[config.mk]
export PLATFORM = sky130hd
export DESIGN_NAME = saud_top
export DESIGN_NICKNAME = d
export VERILOG_FILES = /design/src/saud_pkg.sv /design/src/saud_sync.sv /design/src/saud_top.sv
export SDC_FILE = /design/constraint.sdc
export NUM_CORES = 1
export LEC_CHECK = 0
export ABC_AREA = 0
export BUFFER_PORTS_ARGS = -buffer_cell sky130_fd_sc_hd__buf_2
export CORE_AREA = 2 2 131 260
export DETAILED_ROUTE_END_ITERATION = 8
export DIE_AREA = 0 0 133 262
export PLACE_DENSITY = 0.75
export SLEW_MARGIN = 20
export SYNTH_ARGS = -nofsm -noshare
export SYNTH_HDL_FRONTEND = slang
export SYNTH_HIERARCHICAL = 1
export SYNTH_SLANG_ARGS = --single-unit
export TNS_END_PERCENT = 30
[constraint.sdc]
create_clock -name clk -period 2.2 [get_ports clk]
set_input_delay 0.44 -clock clk [delete_from_list [all_inputs] [get_ports clk]]
set_output_delay 0.44 -clock clk [all_outputs]
set_load 0.03 [all_outputs]
[src/saud_pkg.sv]
// Package for the serial audio port: register map, field positions, reset values.
// Assumes a 32-bit APB bus with byte addresses and aligned word registers.
package saud_pkg;

	// ----------------------------------------------------------------
	// Register offsets
	// ----------------------------------------------------------------
	localparam logic [11:0] OFF_FIRST_CONFIG = 12'H000;
	localparam logic [11:0] OFF_FIFO_STATUS  = 12'H004;
	localparam logic [11:0] OFF_INT_MASK     = 12'H008;
	localparam logic [11:0] OFF_TX_DATA      = 12'H00C;
	localparam logic [11:0] OFF_RX_DATA      = 12'H010;

	// ----------------------------------------------------------------
	// Field positions
	// ----------------------------------------------------------------
	localparam int CFG_ENABLE_BIT = 0;
	localparam int CFG_DSP_BIT    = 1;
	localparam int CFG_ROLE_LSB   = 4;
	localparam int CFG_LEN_LSB    = 8;
	localparam int ST_UNDERRUN    = 0;
	localparam int ST_TX_EMPTY    = 1;
	localparam int ST_TX_FULL     = 2;
	localparam int ST_RX_EMPTY    = 3;
	localparam int ST_RX_FULL     = 4;
	localparam int MASK_UNDERRUN  = 0;

	// ----------------------------------------------------------------
	// Encodings and reset values
	// ----------------------------------------------------------------
	localparam logic [1:0]  ROLE_SLAVE     = 2'H0;
	localparam logic [1:0]  ROLE_WS_MASTER = 2'H1;
	localparam logic [1:0]  ROLE_RESET     = 2'H0;
	localparam logic [4:0]  LEN_RESET      = 5'H0F;
	localparam logic [31:0] READ_ZERO      = 32'H00000000;
	localparam int          FIFO_DEPTH     = 4;
	localparam int          SYNC_STAGES    = 3;

endpackage

[src/saud_sync.sv]
// Three-stage input synchroniser for link pins; a new level counts once stages two and three agree.
// Assumes the inputs are asynchronous to clk.
`timescale 1ns/1ns
module saud_sync #(
	parameter int W = 3
) (
	input  wire logic         clk,
	input  wire logic         nrst,
	input  wire logic [W-1:0] async,
	output logic      [W-1:0] level
);

	typedef struct packed {
		logic [W-1:0] ff1;
		logic [W-1:0] ff2;
		logic [W-1:0] ff3;
		logic [W-1:0] stable;
	} saud_sync_s;

	saud_sync_s st;
	saud_sync_s next_st;

	// Stage one feeds stage two only; the agreement check looks at stages two and three
	always_comb begin
		next_st        = st;
		next_st.ff1    = async;
		next_st.ff2    = st.ff1;
		next_st.ff3    = st.ff2;
		next_st.stable = ((st.ff2 ~^ st.ff3) & st.ff3) | ((st.ff2 ^ st.ff3) & st.stable);
	end

	always_ff @(posedge clk or negedge nrst) begin
		if (!nrst) begin
			st <= '0;
		end else begin
			st <= next_st;
		end
	end

	assign level = st.stable;

endmodule

[src/saud_top.sv]
// Serial audio port: one channel pair between word FIFOs and a word-select framed audio link.
// Assumes APB access on clk, link bit clock and word select driven by an outside master.
// Overview of operation
// - An empty transmit FIFO at a word start sets the underrun flag and interrupts.
// - One left/right pair per instance; all samples pass through the instance FIFO.
// - Length field holds bits per sample minus one, for transmit and receive.
// - Every received bit is delivered, the most significant one included.
// - Word select marks each frame start; in standard mode its level selects left or right channel.
// - The bus master drives word select; slaves only receive it.
// - Role 0x1 is word-select synchronised master, 0x0 normal slave; both receive it.
// - After enable, transfers wait for a true frame start, never a second edge.
// - In standard mode a frame begins at the falling edge of word select.
// - In DSP mode a frame begins at the rising edge of word select.
//
// The placing of the registers and register access over APB were left to the implementer.
`timescale 1ns/1ns
module saud_top (
	input  wire logic        clk,
	input  wire logic        nrst,
	input  wire logic        psel,
	input  wire logic        penable,
	input  wire logic        pwrite,
	input  wire logic [11:0] paddr,
	input  wire logic [31:0] pwdata,
	output logic      [31:0] prdata,
	output logic             pready,
	output logic             pslverr,
	output logic             irq,
	input  wire logic        bitClk,
	input  wire logic        wordSel,
	input  wire logic        serDataIn,
	output logic             serDataOut
);

	// ----------------------------------------------------------------
	// State
	// ----------------------------------------------------------------
	typedef struct packed {
		logic             en;
		logic             dsp;
		logic [1:0]       role;
		logic [4:0]       len;
		logic             mask;
		logic             underrun;
		logic [3:0][31:0] txMem;
		logic [2:0]       txWr;
		logic [2:0]       txRd;
		logic [3:0][31:0] rxMem;
		logic [2:0]       rxWr;
		logic [2:0]       rxRd;
		logic             sckPrev;
		logic             wsPrev;
		logic             aligned;
		logic             inWord;
		logic             chan;
		logic [5:0]       cnt;
		logic [31:0]      txWord;
		logic [31:0]      rxShift;
		logic             msbCap;
		logic             sdOut;
		logic             pready;
		logic             pslverr;
		logic [31:0]      prdata;
		logic             irq;
	} saud_state_s;

	saud_state_s st;
	saud_state_s next_st;

	logic [2:0] linkLevel;
	logic       sck;
	logic       ws;
	logic       sd;

	saud_sync #(
		.W(3)
	) u_sync (
		.clk  (clk),
		.nrst (nrst),
		.async({serDataIn, wordSel, bitClk}),
		.level(linkLevel)
	);

	assign sck = linkLevel[0];
	assign ws  = linkLevel[1];
	assign sd  = linkLevel[2];

	// ----------------------------------------------------------------
	// Helpers
	// ----------------------------------------------------------------
	function automatic logic fifoFull(input logic [2:0] wr, input logic [2:0] rd);
		fifoFull = (wr[2] != rd[2]) && (wr[1:0] == rd[1:0]);
	endfunction

	function automatic logic fifoEmpty(input logic [2:0] wr, input logic [2:0] rd);
		fifoEmpty = (wr == rd);
	endfunction

	// Reserved role codes leave the engine idle
	function automatic logic wsReceiver(input logic [1:0] role);
		wsReceiver = (role == saud_pkg::ROLE_SLAVE) || (role == saud_pkg::ROLE_WS_MASTER);
	endfunction

	logic        acc;
	logic        clrUnder;
	logic        rise;
	logic        fall;
	logic        wsFell;
	logic        wsRose;
	logic        frameStart;
	logic        lastBit;
	logic        dspRight;
	logic        wordStart;
	logic        rxPush;
	logic        txEmpty;
	logic        txFull;
	logic        rxEmpty;
	logic        rxFull;
	logic [31:0] rxPushWord;
	logic [4:0]  txIdx;

	always_comb begin
		acc      = psel && penable && !st.pready;
		clrUnder = acc && pwrite && (paddr == saud_pkg::OFF_FIFO_STATUS) && pwdata[saud_pkg::ST_UNDERRUN];
		txEmpty  = fifoEmpty(st.txWr, st.txRd);
		txFull   = fifoFull(st.txWr, st.txRd);
		rxEmpty  = fifoEmpty(st.rxWr, st.rxRd);
		rxFull   = fifoFull(st.rxWr, st.rxRd);
		rise     = sck && !st.sckPrev;
		fall     = !sck && st.sckPrev;
		wsFell   = rise && st.wsPrev && !ws;
		wsRose   = rise && !st.wsPrev && ws;
		frameStart = st.en && wsReceiver(st.role) && (st.dsp ? wsRose : wsFell);
		lastBit  = st.inWord && (st.cnt == {1'b0, st.len});
		dspRight = st.dsp && rise && lastBit && !st.chan && st.aligned;
		// Words only start once aligned; the first start is the frame edge itself
		wordStart = st.en && wsReceiver(st.role) && (st.aligned || frameStart)
			&& (st.dsp ? (frameStart || dspRight) : (wsFell || wsRose));
		rxPushWord = {st.rxShift[30:0], sd};
		rxPush   = rise && lastBit;
		txIdx    = st.len - st.cnt[4:0];
	end

	// ----------------------------------------------------------------
	// Next state
	// ----------------------------------------------------------------
	always_comb begin
		next_st         = st;
		next_st.pready  = acc;
		next_st.pslverr = 1'b0;
		next_st.prdata  = saud_pkg::READ_ZERO;
		next_st.sckPrev = sck;
		next_st.irq     = st.underrun && st.mask;

		// Register access takes effect on the first access cycle; pready follows one cycle later
		if (acc) begin
			case (paddr)
				saud_pkg::OFF_FIRST_CONFIG: begin
					if (pwrite) begin
						next_st.en   = pwdata[saud_pkg::CFG_ENABLE_BIT];
						next_st.dsp  = pwdata[saud_pkg::CFG_DSP_BIT];
						next_st.role = pwdata[saud_pkg::CFG_ROLE_LSB +: 2];
						next_st.len  = pwdata[saud_pkg::CFG_LEN_LSB +: 5];
					end else begin
						next_st.prdata[saud_pkg::CFG_ENABLE_BIT]     = st.en;
						next_st.prdata[saud_pkg::CFG_DSP_BIT]        = st.dsp;
						next_st.prdata[saud_pkg::CFG_ROLE_LSB +: 2]  = st.role;
						next_st.prdata[saud_pkg::CFG_LEN_LSB +: 5]   = st.len;
					end
				end
				saud_pkg::OFF_FIFO_STATUS: begin
					if (clrUnder) begin
						next_st.underrun = 1'b0;
					end
					next_st.prdata[saud_pkg::ST_UNDERRUN] = st.underrun;
					next_st.prdata[saud_pkg::ST_TX_EMPTY] = txEmpty;
					next_st.prdata[saud_pkg::ST_TX_FULL]  = txFull;
					next_st.prdata[saud_pkg::ST_RX_EMPTY] = rxEmpty;
					next_st.prdata[saud_pkg::ST_RX_FULL]  = rxFull;
				end
				saud_pkg::OFF_INT_MASK: begin
					if (pwrite) begin
						next_st.mask = pwdata[saud_pkg::MASK_UNDERRUN];
					end
					next_st.prdata[saud_pkg::MASK_UNDERRUN] = st.mask;
				end
				saud_pkg::OFF_TX_DATA: begin
					// A write to a full FIFO is dropped rather than stalling the bus
					if (pwrite && !txFull) begin
						next_st.txMem[st.txWr[1:0]] = pwdata;
						next_st.txWr = st.txWr + 3'H1;
					end
				end
				saud_pkg::OFF_RX_DATA: begin
					if (!pwrite && !rxEmpty) begin
						next_st.prdata = st.rxMem[st.rxRd[1:0]];
						next_st.rxRd   = st.rxRd + 3'H1;
					end
				end
				default: begin
					next_st.pslverr = 1'b1;
				end
			endcase
		end

		// Link engine; alignment is lost whenever the block is disabled
		if (!st.en) begin
			next_st.aligned = 1'b0;
			next_st.inWord  = 1'b0;
			next_st.sdOut   = 1'b0;
		end else if (frameStart) begin
			next_st.aligned = 1'b1;
		end

		if (rise) begin
			next_st.wsPrev = ws;
			if (st.inWord && st.cnt <= {1'b0, st.len}) begin
				next_st.rxShift = rxPushWord;
				if (st.cnt == 6'H00) begin
					next_st.msbCap = sd;
				end
			end
			// Full receive FIFO drops the word; transmit side keeps running
			if (rxPush && !rxFull) begin
				next_st.rxMem[st.rxWr[1:0]] = rxPushWord;
				next_st.rxWr = st.rxWr + 3'H1;
			end
			if (wordStart) begin
				next_st.inWord  = 1'b1;
				next_st.cnt     = 6'H00;
				next_st.rxShift = 32'H00000000;
				next_st.chan    = st.dsp ? dspRight : ws;
				if (txEmpty) begin
					next_st.txWord   = 32'H00000000;
					next_st.underrun = 1'b1;
				end else begin
					next_st.txWord = st.txMem[st.txRd[1:0]];
					next_st.txRd   = st.txRd + 3'H1;
				end
			end else if (st.inWord && st.cnt <= {1'b0, st.len}) begin
				next_st.cnt = st.cnt + 6'H01;
			end
		end

		if (fall && st.en) begin
			next_st.sdOut = st.inWord && (st.cnt <= {1'b0, st.len}) && st.txWord[txIdx];
		end
	end

	always_ff @(posedge clk or negedge nrst) begin
		if (!nrst) begin
			st      <= '0;
			st.role <= saud_pkg::ROLE_RESET;
			st.len  <= saud_pkg::LEN_RESET;
		end else begin
			st <= next_st;
		end
	end

	assign prdata     = st.prdata;
	assign pready     = st.pready;
	assign pslverr    = st.pslverr;
	assign irq        = st.irq;
	assign serDataOut = st.sdOut;
endmodule

==> metrics.log, run 1 <==
[metrics] status: complete, but fails checks
[metrics] failing checks: setup timing
[metrics] DRT iter0 DRCs: 642
[metrics] area of combinational cells with multiple inputs: 7510 um^2
[metrics] part of the Yosys area used for sequential elements: 55.51%
[metrics] Setup Crit Path Kind: flop to flop
[metrics] sw power: 2.945 mW
[metrics] area growth from synthesis to layout: 16.73%
[metrics] RSZ-0062 raised after global routing: true
[metrics] CTS sink cnt: 401
[metrics] internal power consumption: 11.27 mW
[metrics] final critical path time including I/O delays and setup: 2.363 ns
[metrics] clock input transition at the sequential cells of the worst setup and hold paths: 0.07 ns
[metrics] overall die area: 34850 um^2
[metrics] drt via density: 5.860
[metrics] total congestion overflow after global routing: 0
[metrics] fraction of the mapped netlist area in adder cells: 1.702%
[metrics] Worst Setup Slack post-DPL: -0.3121 ns
[metrics] Final WS setup: -0.1626 ns
[metrics] Hold EP: u_sync/next_st[6]
[metrics] final-stage net count: 1439
[metrics] largest vdd supply drop: 0.6652 mV
[metrics] FF+latch count, synth: 401
[metrics] commonest register cell after synthesis: sky130_fd_sc_hd__dfrtp_1
[metrics] Port Buf Inserts: 87
[metrics] CTS tree: done
[metrics] transition time at the pin with the least slew margin: 0.5631 ns
[metrics] routed via count: 10660
[metrics] max-slew violation total from the final report: 0
[metrics] core footprint: 32810 um^2
[metrics] number of antenna violations at the first check in global routing: 2
[metrics] cts bufs inserted: 36
[metrics] R2R Setup Slk: -0.16 ns
[metrics] crit-path max FO: 8
[metrics] Post-Synth XOR/XNOR Area: 0.7748%
[metrics] number of global-route vias before repair: 11570
[metrics] number of enable flip-flop cells after synthesis: 0
[metrics] number of DRC violations after detailed routing: 0
[metrics] area share of and/or/nand/nor cells after synthesis: 5.728%
[metrics] relative contribution of combinational cells to total power: 2.6%
[metrics] top achievable clock speed: 423.3 MHz
[metrics] largest net degree at the start of global routing: 84
[metrics] Syn Nets: 1316
[metrics] total negative slack: -2.782 ns
[metrics] half-perimeter wire length of the detailed placement result: 25.06 mm
[metrics] final clock period utilization by the worst path: 107.4%
[metrics] pwr/cell area: 673.4 nW/um^2
[metrics] main combinational cell family by area after synthesis: multiplexers
[metrics] Synth Instances: 1240
[metrics] height of the chip: 262 um
[metrics] aggregate routed wire length: 39.14 mm
[metrics] relative max-transition margin: 62.46%
[metrics] startpoint of the worst-slack reg-to-reg timing path: st[382]
[metrics] Hold Slack: 0.02674 ns
[metrics] Min-Delay Path Class: primary input to flop
[metrics] Total Power Consumption: 14.22 mW
[metrics] Seq. cell area: 10040 um^2
[metrics] starting density of the core: 55.12%
[metrics] Max-Cap Viols: 0
[metrics] mux share of post-synthesis cell area: 28.38%
[metrics] Ys Warns: 6
[metrics] post-route ant nets: 0
[metrics] Crit path arrival time: 2.76 ns
[metrics] Hold Violations, Final: 0
[metrics] total I/O pin count: 88
[metrics] number of search-and-repair iterations in the first detailed-routing pass: 4
[metrics] Hold Path Cell Cnt: 1
[metrics] crit path capture type: flop
[metrics] Seq pwr share: 52.2%
[metrics] overall fraction of global-route tracks in use: 22.66%
[metrics] global-route wire length before repair: 61.42 mm
[metrics] final-report setup violation count: 107
[metrics] routed wirelength normalized by instance count: 21.52 um
[metrics] Layout fillers: 2334
[metrics] required time at the endpoint of the critical path: 2.60 ns
[metrics] worst reg-to-reg path cell count: 10
[metrics] complex-gate fraction of the synthesized area: 3.715%
[metrics] Skew-Pair Late Insertion Delay: 0.53 ns
[metrics] Mean Syn Cell Area: 14.59 um^2
[metrics] R2R Path End: serDataOut
[metrics] net switching fraction of the power: 20.71%
[metrics] layout cell share with drive strength beyond 1: 46.97%
[metrics] root cell of the clock tree: sky130_fd_sc_hd__clkbuf_16
[metrics] area of the mapped netlist: 18090 um^2
[metrics] crit start category: flop
[metrics] share of synthesized flip-flops with an asynchronous set or reset: 100.0%
[metrics] htree depth: 2
[metrics] clock share of power: 45.2%
[metrics] Util after Layout: 64.34%
[metrics] CTS max path bufs: 3
[metrics] library cells used by synthesis: 58
[metrics] final weighted congestion in routability-driven placement: 0.8163
[metrics] start point of the worst hold path: bitClk
[metrics] static leakage: 10.40 nW
[metrics] Cell Rows: 94
[metrics] Worst Clk Skew: 0.01159 ns
[metrics] horizontal die dimension: 133 um
worst max-delay path, stage by stage, from the launching register on:
cell                      delay, ns
sky130_fd_sc_hd__dfstp_2       0.54
sky130_fd_sc_hd__inv_2         0.04
sky130_fd_sc_hd__ha_4          0.15
sky130_fd_sc_hd__inv_2         0.05
sky130_fd_sc_hd__fa_2          0.52
sky130_fd_sc_hd__buf_4         0.18
sky130_fd_sc_hd__mux4_2        0.29
sky130_fd_sc_hd__mux2i_1       0.16
sky130_fd_sc_hd__nand3_1       0.09
sky130_fd_sc_hd__mux2i_1       0.14
sky130_fd_sc_hd__o31ai_1       0.08
cell families after synthesis:
logic type,count (synthesis)
mux,378
fa+ha+maj,24
flops,401
simple gates,171
xor+xnor,16
compound gates,116
buf+inv,134
through the flow:
step	instance area (um^2)	instances
floorplan	18170	1240
global placement	19420	1735
detailed placement	19420	1735
CTS	20900	1806
global route	21110	1819
finish	21110	1819
Yosys cell counts, types with 4 or more instances:
library cell	count	area share (%)
sky130_fd_sc_hd__a21o_1	7	0.29
sky130_fd_sc_hd__a21oi_1	39	1.1
sky130_fd_sc_hd__a22oi_1	4	0.17
sky130_fd_sc_hd__buf_1	4	0.083
sky130_fd_sc_hd__buf_2	26	0.72
sky130_fd_sc_hd__buf_4	35	1.5
sky130_fd_sc_hd__buf_6	12	0.75
sky130_fd_sc_hd__clkbuf_1	31	0.64
sky130_fd_sc_hd__dfrtp_1	397	55
sky130_fd_sc_hd__dfstp_2	4	0.58
sky130_fd_sc_hd__ha_1	23	1.6
sky130_fd_sc_hd__inv_1	26	0.54
sky130_fd_sc_hd__mux2_1	11	0.68
sky130_fd_sc_hd__mux2_2	272	17
sky130_fd_sc_hd__mux2_4	19	1.6
sky130_fd_sc_hd__mux2i_1	4	0.22
sky130_fd_sc_hd__mux4_2	72	9.0
sky130_fd_sc_hd__nand2_1	20	0.42
sky130_fd_sc_hd__nand2_4	4	0.25
sky130_fd_sc_hd__nand3_1	37	1.0
sky130_fd_sc_hd__nor2_1	14	0.29
sky130_fd_sc_hd__nor2b_1	58	2.0
sky130_fd_sc_hd__nor3_1	5	0.14
sky130_fd_sc_hd__nor3b_1	6	0.25
sky130_fd_sc_hd__o21ai_0	47	1.3
sky130_fd_sc_hd__xnor2_1	8	0.39
sky130_fd_sc_hd__xor2_1	8	0.39
cell type report:
type	instances	area share, %
Sequential cell	401	47.57
Inverter	26	0.4623
Tap cell	432	2.560
Timing Repair Buffer	192	8.178
Clock inverter	10	0.7289
Antenna cell	1	0.01185
Multi-Input combinational cell	706	35.57
Clock buffer	51	4.919
power groups by stage:
stage	logic (mW)	registers [mW]	clock network (mW)
after floorplan	0.0789	7.55	0
after global placement	0.360	7.56	0
after detailed placement	0.372	7.56	0
after CTS	0.377	7.42	6.57
after global routing	0.420	7.42	6.82
final	0.367	7.42	6.43
worst max-delay path by stage:
| stage | slack (ns) | to | startpoint | cells after the start |
|---|---|---|---|---|
| after CTS | -0.17 | serDataOut | st[382] | 9 |
| final | -0.16 | serDataOut | st[382] | 10 |
| after floorplan | -0.13 | serDataOut | st[382] | 10 |
| after global placement | -0.23 | prdata[12] | paddr[9] | 6 |
| after detailed placement | -0.31 | serDataOut | st[382] | 8 |
| after global routing | -0.26 | serDataOut | st[382] | 9 |
flip-flops by register name, summed over array words and instances (netlist names):
signal          flops
st                322
pready              1
serDataOut          1
u_sync/next_st      6
pslverr             1
rxPushWord         31
prdata             32
u_sync/st           3
irq                 1
u_sync/level        3
cells in the final DEF (no fill, tap or decap), types with 20 or more instances in the layout:
cell type                   synthesis  routed
sky130_fd_sc_hd__o21ai_0           47      38
sky130_fd_sc_hd__dfrtp_1          397     394
sky130_fd_sc_hd__buf_4             35      62
sky130_fd_sc_hd__a21oi_1           39      37
sky130_fd_sc_hd__nand3_1           37      36
sky130_fd_sc_hd__buf_2             26      86
sky130_fd_sc_hd__nor2b_1           58      56
sky130_fd_sc_hd__inv_1             26      22
sky130_fd_sc_hd__buf_12             0      26
sky130_fd_sc_hd__clkbuf_16          0      40
sky130_fd_sc_hd__mux2_4            19      20
sky130_fd_sc_hd__mux4_2            72      72
sky130_fd_sc_hd__mux2_2           272     271
what timing repair did:
item                                   in CTS  in global routing
setup buffers                               4                  7
resized for setup                          29                 25
gates cloned                                4                  5
pin swaps                                   6                 31
setup endpoints to repair                 173                176
hold buffers                                2                  0
endpoints found under the hold margin      44                  0
layer usage:
| layer | wire length, um | up-vias | share of wire (%) | global-route usage (%) |
|---|---|---|---|---|
| met3 | 1147 | 93 | 2.9 | 3.086 |
| met1 | 14150 | 5660 | 36 | 24.65 |
| met4 | 1706 | 2 | 4.4 | 10.81 |
| met2 | 22130 | 213 | 57 | 43.16 |
| met5 | 8 | - | 0.020 | 0 |
| li1 | - | 4692 | - | - |
Power figures use the tool's default switching activity.
==> run 2: changes to the inputs <==
==> constraint.sdc (replaced) <==
create_clock -name clk -period 2 [get_ports clk]
set_input_delay 0.4 -clock clk [delete_from_list [all_inputs] [get_ports clk]]
set_output_delay 0.4 -clock clk [all_outputs]
set_load 0.03 [all_outputs]
==> run 2 against run 1 <==
- the run still ends with setup timing left
- non-clock buffer count increased by 55
- critical endpoint is now st[229]
- clock power increased by 7.8%
- cell count increased by 3.3%
- largest power group unchanged
==> metrics.log, run 2 (synthesis results as in run 1) <==
[metrics] Setup Crit Path Kind: flop to flop
[metrics] Util after Layout: 67.57% (+3.2 points)
[metrics] largest net degree at the start of global routing: 66 (-21%)
[metrics] clock input transition at the sequential cells of the worst setup and hold paths: 0.07 ns (about the same)
[metrics] pwr/cell area: 701.4 nW/um^2 (+4.2%)
[metrics] number of DRC violations after detailed routing: 0 (unchanged)
[metrics] register with the highest flop count: st
[metrics] max-slew violation total from the final report: 0 (unchanged)
[metrics] global-route wire length before repair: 67.47 mm (+9.8%)
[metrics] overall fraction of global-route tracks in use: 25.14% (+2.5 points)
[metrics] Layout fillers: 2229 (-4.5%)
[metrics] number of antenna violations at the first check in global routing: 3 (+1)
[metrics] final critical path time including I/O delays and setup: 2.351 ns (-0.01171 ns)
[metrics] Max-Cap Viols: 0 (unchanged)
[metrics] horizontal die dimension: 133 um (unchanged)
[metrics] layout cell share with drive strength beyond 1: 52.11% (+5.1 points)
[metrics] height of the chip: 262 um (unchanged)
[metrics] drt via density: 5.807 (-0.90%)
[metrics] number of global-route vias before repair: 12170 (+5.2%)
[metrics] status: complete, but fails checks
[metrics] most common cell after layout, fill and taps aside: sky130_fd_sc_hd__dfrtp_1
[metrics] Total Power Consumption: 15.55 mW (+9.4%)
[metrics] CTS tree: done
[metrics] area of combinational cells with multiple inputs: 8040 um^2 (+7.1%)
[metrics] final-report setup violation count: 211 (+97%)
[metrics] relative max-transition margin: 61.38% (-1.1 points)
[metrics] core footprint: 32810 um^2 (unchanged)
[metrics] failing checks: setup timing
[metrics] most frequent cells in the layout: sky130_fd_sc_hd__dfrtp_1 (395), sky130_fd_sc_hd__mux2_2 (180), sky130_fd_sc_hd__mux2_4 (120)
[metrics] htree depth: 2 (unchanged)
[metrics] routed wirelength normalized by instance count: 22.70 um (+5.5%)
[metrics] cts bufs inserted: 36 (unchanged)
[metrics] RSZ-0062 raised after global routing: true
[metrics] area growth from synthesis to layout: 22.59%
[metrics] Skew-Pair Late Insertion Delay: 0.55 ns (+0.02 ns)
[metrics] static leakage: 11.00 nW (+5.8%)
[metrics] total negative slack: -43.20 ns (-40.42 ns)
[metrics] root cell of the clock tree: sky130_fd_sc_hd__clkbuf_16
[metrics] crit path capture type: flop
[metrics] aggregate routed wire length: 42.65 mm (+9.0%)
[metrics] Hold Violations, Final: 0 (unchanged)
[metrics] Crit path arrival time: 2.78 ns (+0.02 ns)
[metrics] overall die area: 34850 um^2 (unchanged)
[metrics] number of search-and-repair iterations in the first detailed-routing pass: 4 (unchanged)
[metrics] top achievable clock speed: 425.4 MHz (+0.50%)
[metrics] total congestion overflow after global routing: 0 (unchanged)
[metrics] starting density of the core: 55.12% (unchanged)
[metrics] transition time at the pin with the least slew margin: 0.5793 ns (+0.01617 ns)
[metrics] routed via count: 10910 (+2.4%)
[metrics] final-stage net count: 1493 (+3.8%)
[metrics] final clock period utilization by the worst path: 117.5% (+10 points)
[metrics] Cell Rows: 94 (unchanged)
[metrics] largest vdd supply drop: 0.7550 mV (+13%)
[metrics] post-route ant nets: 0 (unchanged)
[metrics] crit start category: flop
[metrics] CTS sink cnt: 401 (unchanged)
[metrics] CTS max path bufs: 3 (unchanged)
[metrics] half-perimeter wire length of the detailed placement result: 27.83 mm (+11%)
[metrics] final weighted congestion in routability-driven placement: 0.8705 (+6.6%)
[metrics] total I/O pin count: 88 (unchanged)
[metrics] Port Buf Inserts: 87 (unchanged)
[metrics] max reg flops: 322 (unchanged)
[metrics] Seq. cell area: 10040 um^2 (about the same)
[metrics] Worst Clk Skew: 0.01920 ns (+0.007609 ns)
[metrics] DRT iter0 DRCs: 619 (-3.6%)
[metrics] Final WS setup: -0.3509 ns (-0.1883 ns)
[metrics] required time at the endpoint of the critical path: 2.43 ns (-0.17 ns)
[metrics] crit-path max FO: 8 (unchanged)
[metrics] Min-Delay Path Class: primary input to flop
run 2: area by class of cell:
type	count	area share [%]
clock inverter	16	0.6772
clock buffer	50	4.576
tap	432	2.438
antenna	2	0.02257
inverter	26	0.4402
sequential	401	45.29
timing repair buffer	247	10.29
multi-input combinational	705	36.26
run 2: per-stage QoR:
step | setup WS, ns | instance area, um^2 | std cells | hold WS (ns)
floorplan | -0.3191 | 18560 | 1240 | 0.1044
global placement | -0.4534 | 20110 | 1785 | 0.3449
detailed placement | -0.4377 | 20110 | 1785 | 0.3411
CTS | -0.3398 | 21860 | 1869 | 0.1114
global route | -0.4202 | 22170 | 1877 | 0.1277
finish | -0.3509 | 22170 | 1879 | 0.1150
run 2: power breakdown:
part | internal [mW] | switching, mW | total [mW]
clock | 3.85 | 3.08 | 6.93
combinational | 0.169 | 0.300 | 0.469
sequential | 8.14 | 0.0186 | 8.15
run 2: worst paths after layout:
path                            slack (ns)           endpoint  cells after the start         startpoint
worst max-delay path                 -0.35            st[229]                      9            st[385]
worst min register to register        0.35  u_sync/next_st[5]                      0  u_sync/next_st[8]
worst min-delay path                  0.12            st[374]                      2         pwdata[26]
worst max register to register       -0.35            st[229]                      9            st[385]
max in group asynchronous             0.83            st[147]                      3               nrst
min in group asynchronous             0.40            st[198]                      2               nrst
run 2: per-layer routing:
| metal | global-route usage, % | wire length [um] | share of wire, % |
|---|---|---|---|
| met5 | 0 | 19 | 0.045 |
| met1 | 27.52 | 15080 | 35 |
| met2 | 47.08 | 23850 | 56 |
| met4 | 13.77 | 2397 | 5.6 |
| met3 | 3.106 | 1306 | 3.1 |
run 2: worst max-delay path, stage by stage, from the launching register on:
cell and delay [ns]:
sky130_fd_sc_hd__dfstp_2 0.59, sky130_fd_sc_hd__ha_4 0.14, sky130_fd_sc_hd__and4b_1 0.22, sky130_fd_sc_hd__and4_4 0.26
sky130_fd_sc_hd__nor2b_4 0.18, sky130_fd_sc_hd__buf_6 0.15, sky130_fd_sc_hd__nand2_8 0.09, sky130_fd_sc_hd__buf_12 0.15
sky130_fd_sc_hd__buf_12 0.14, sky130_fd_sc_hd__mux2_4 0.30
run 2: timing repair:
action / CTS / global route
resized for setup: 69 / 73
hold endpoints to repair: 48 / 0
gates cloned: 8 / 2
setup buffers: 7 / 12
hold buffers: 4 / 0
setup endpoints to repair: 371 / 357
pin swaps: 9 / 11
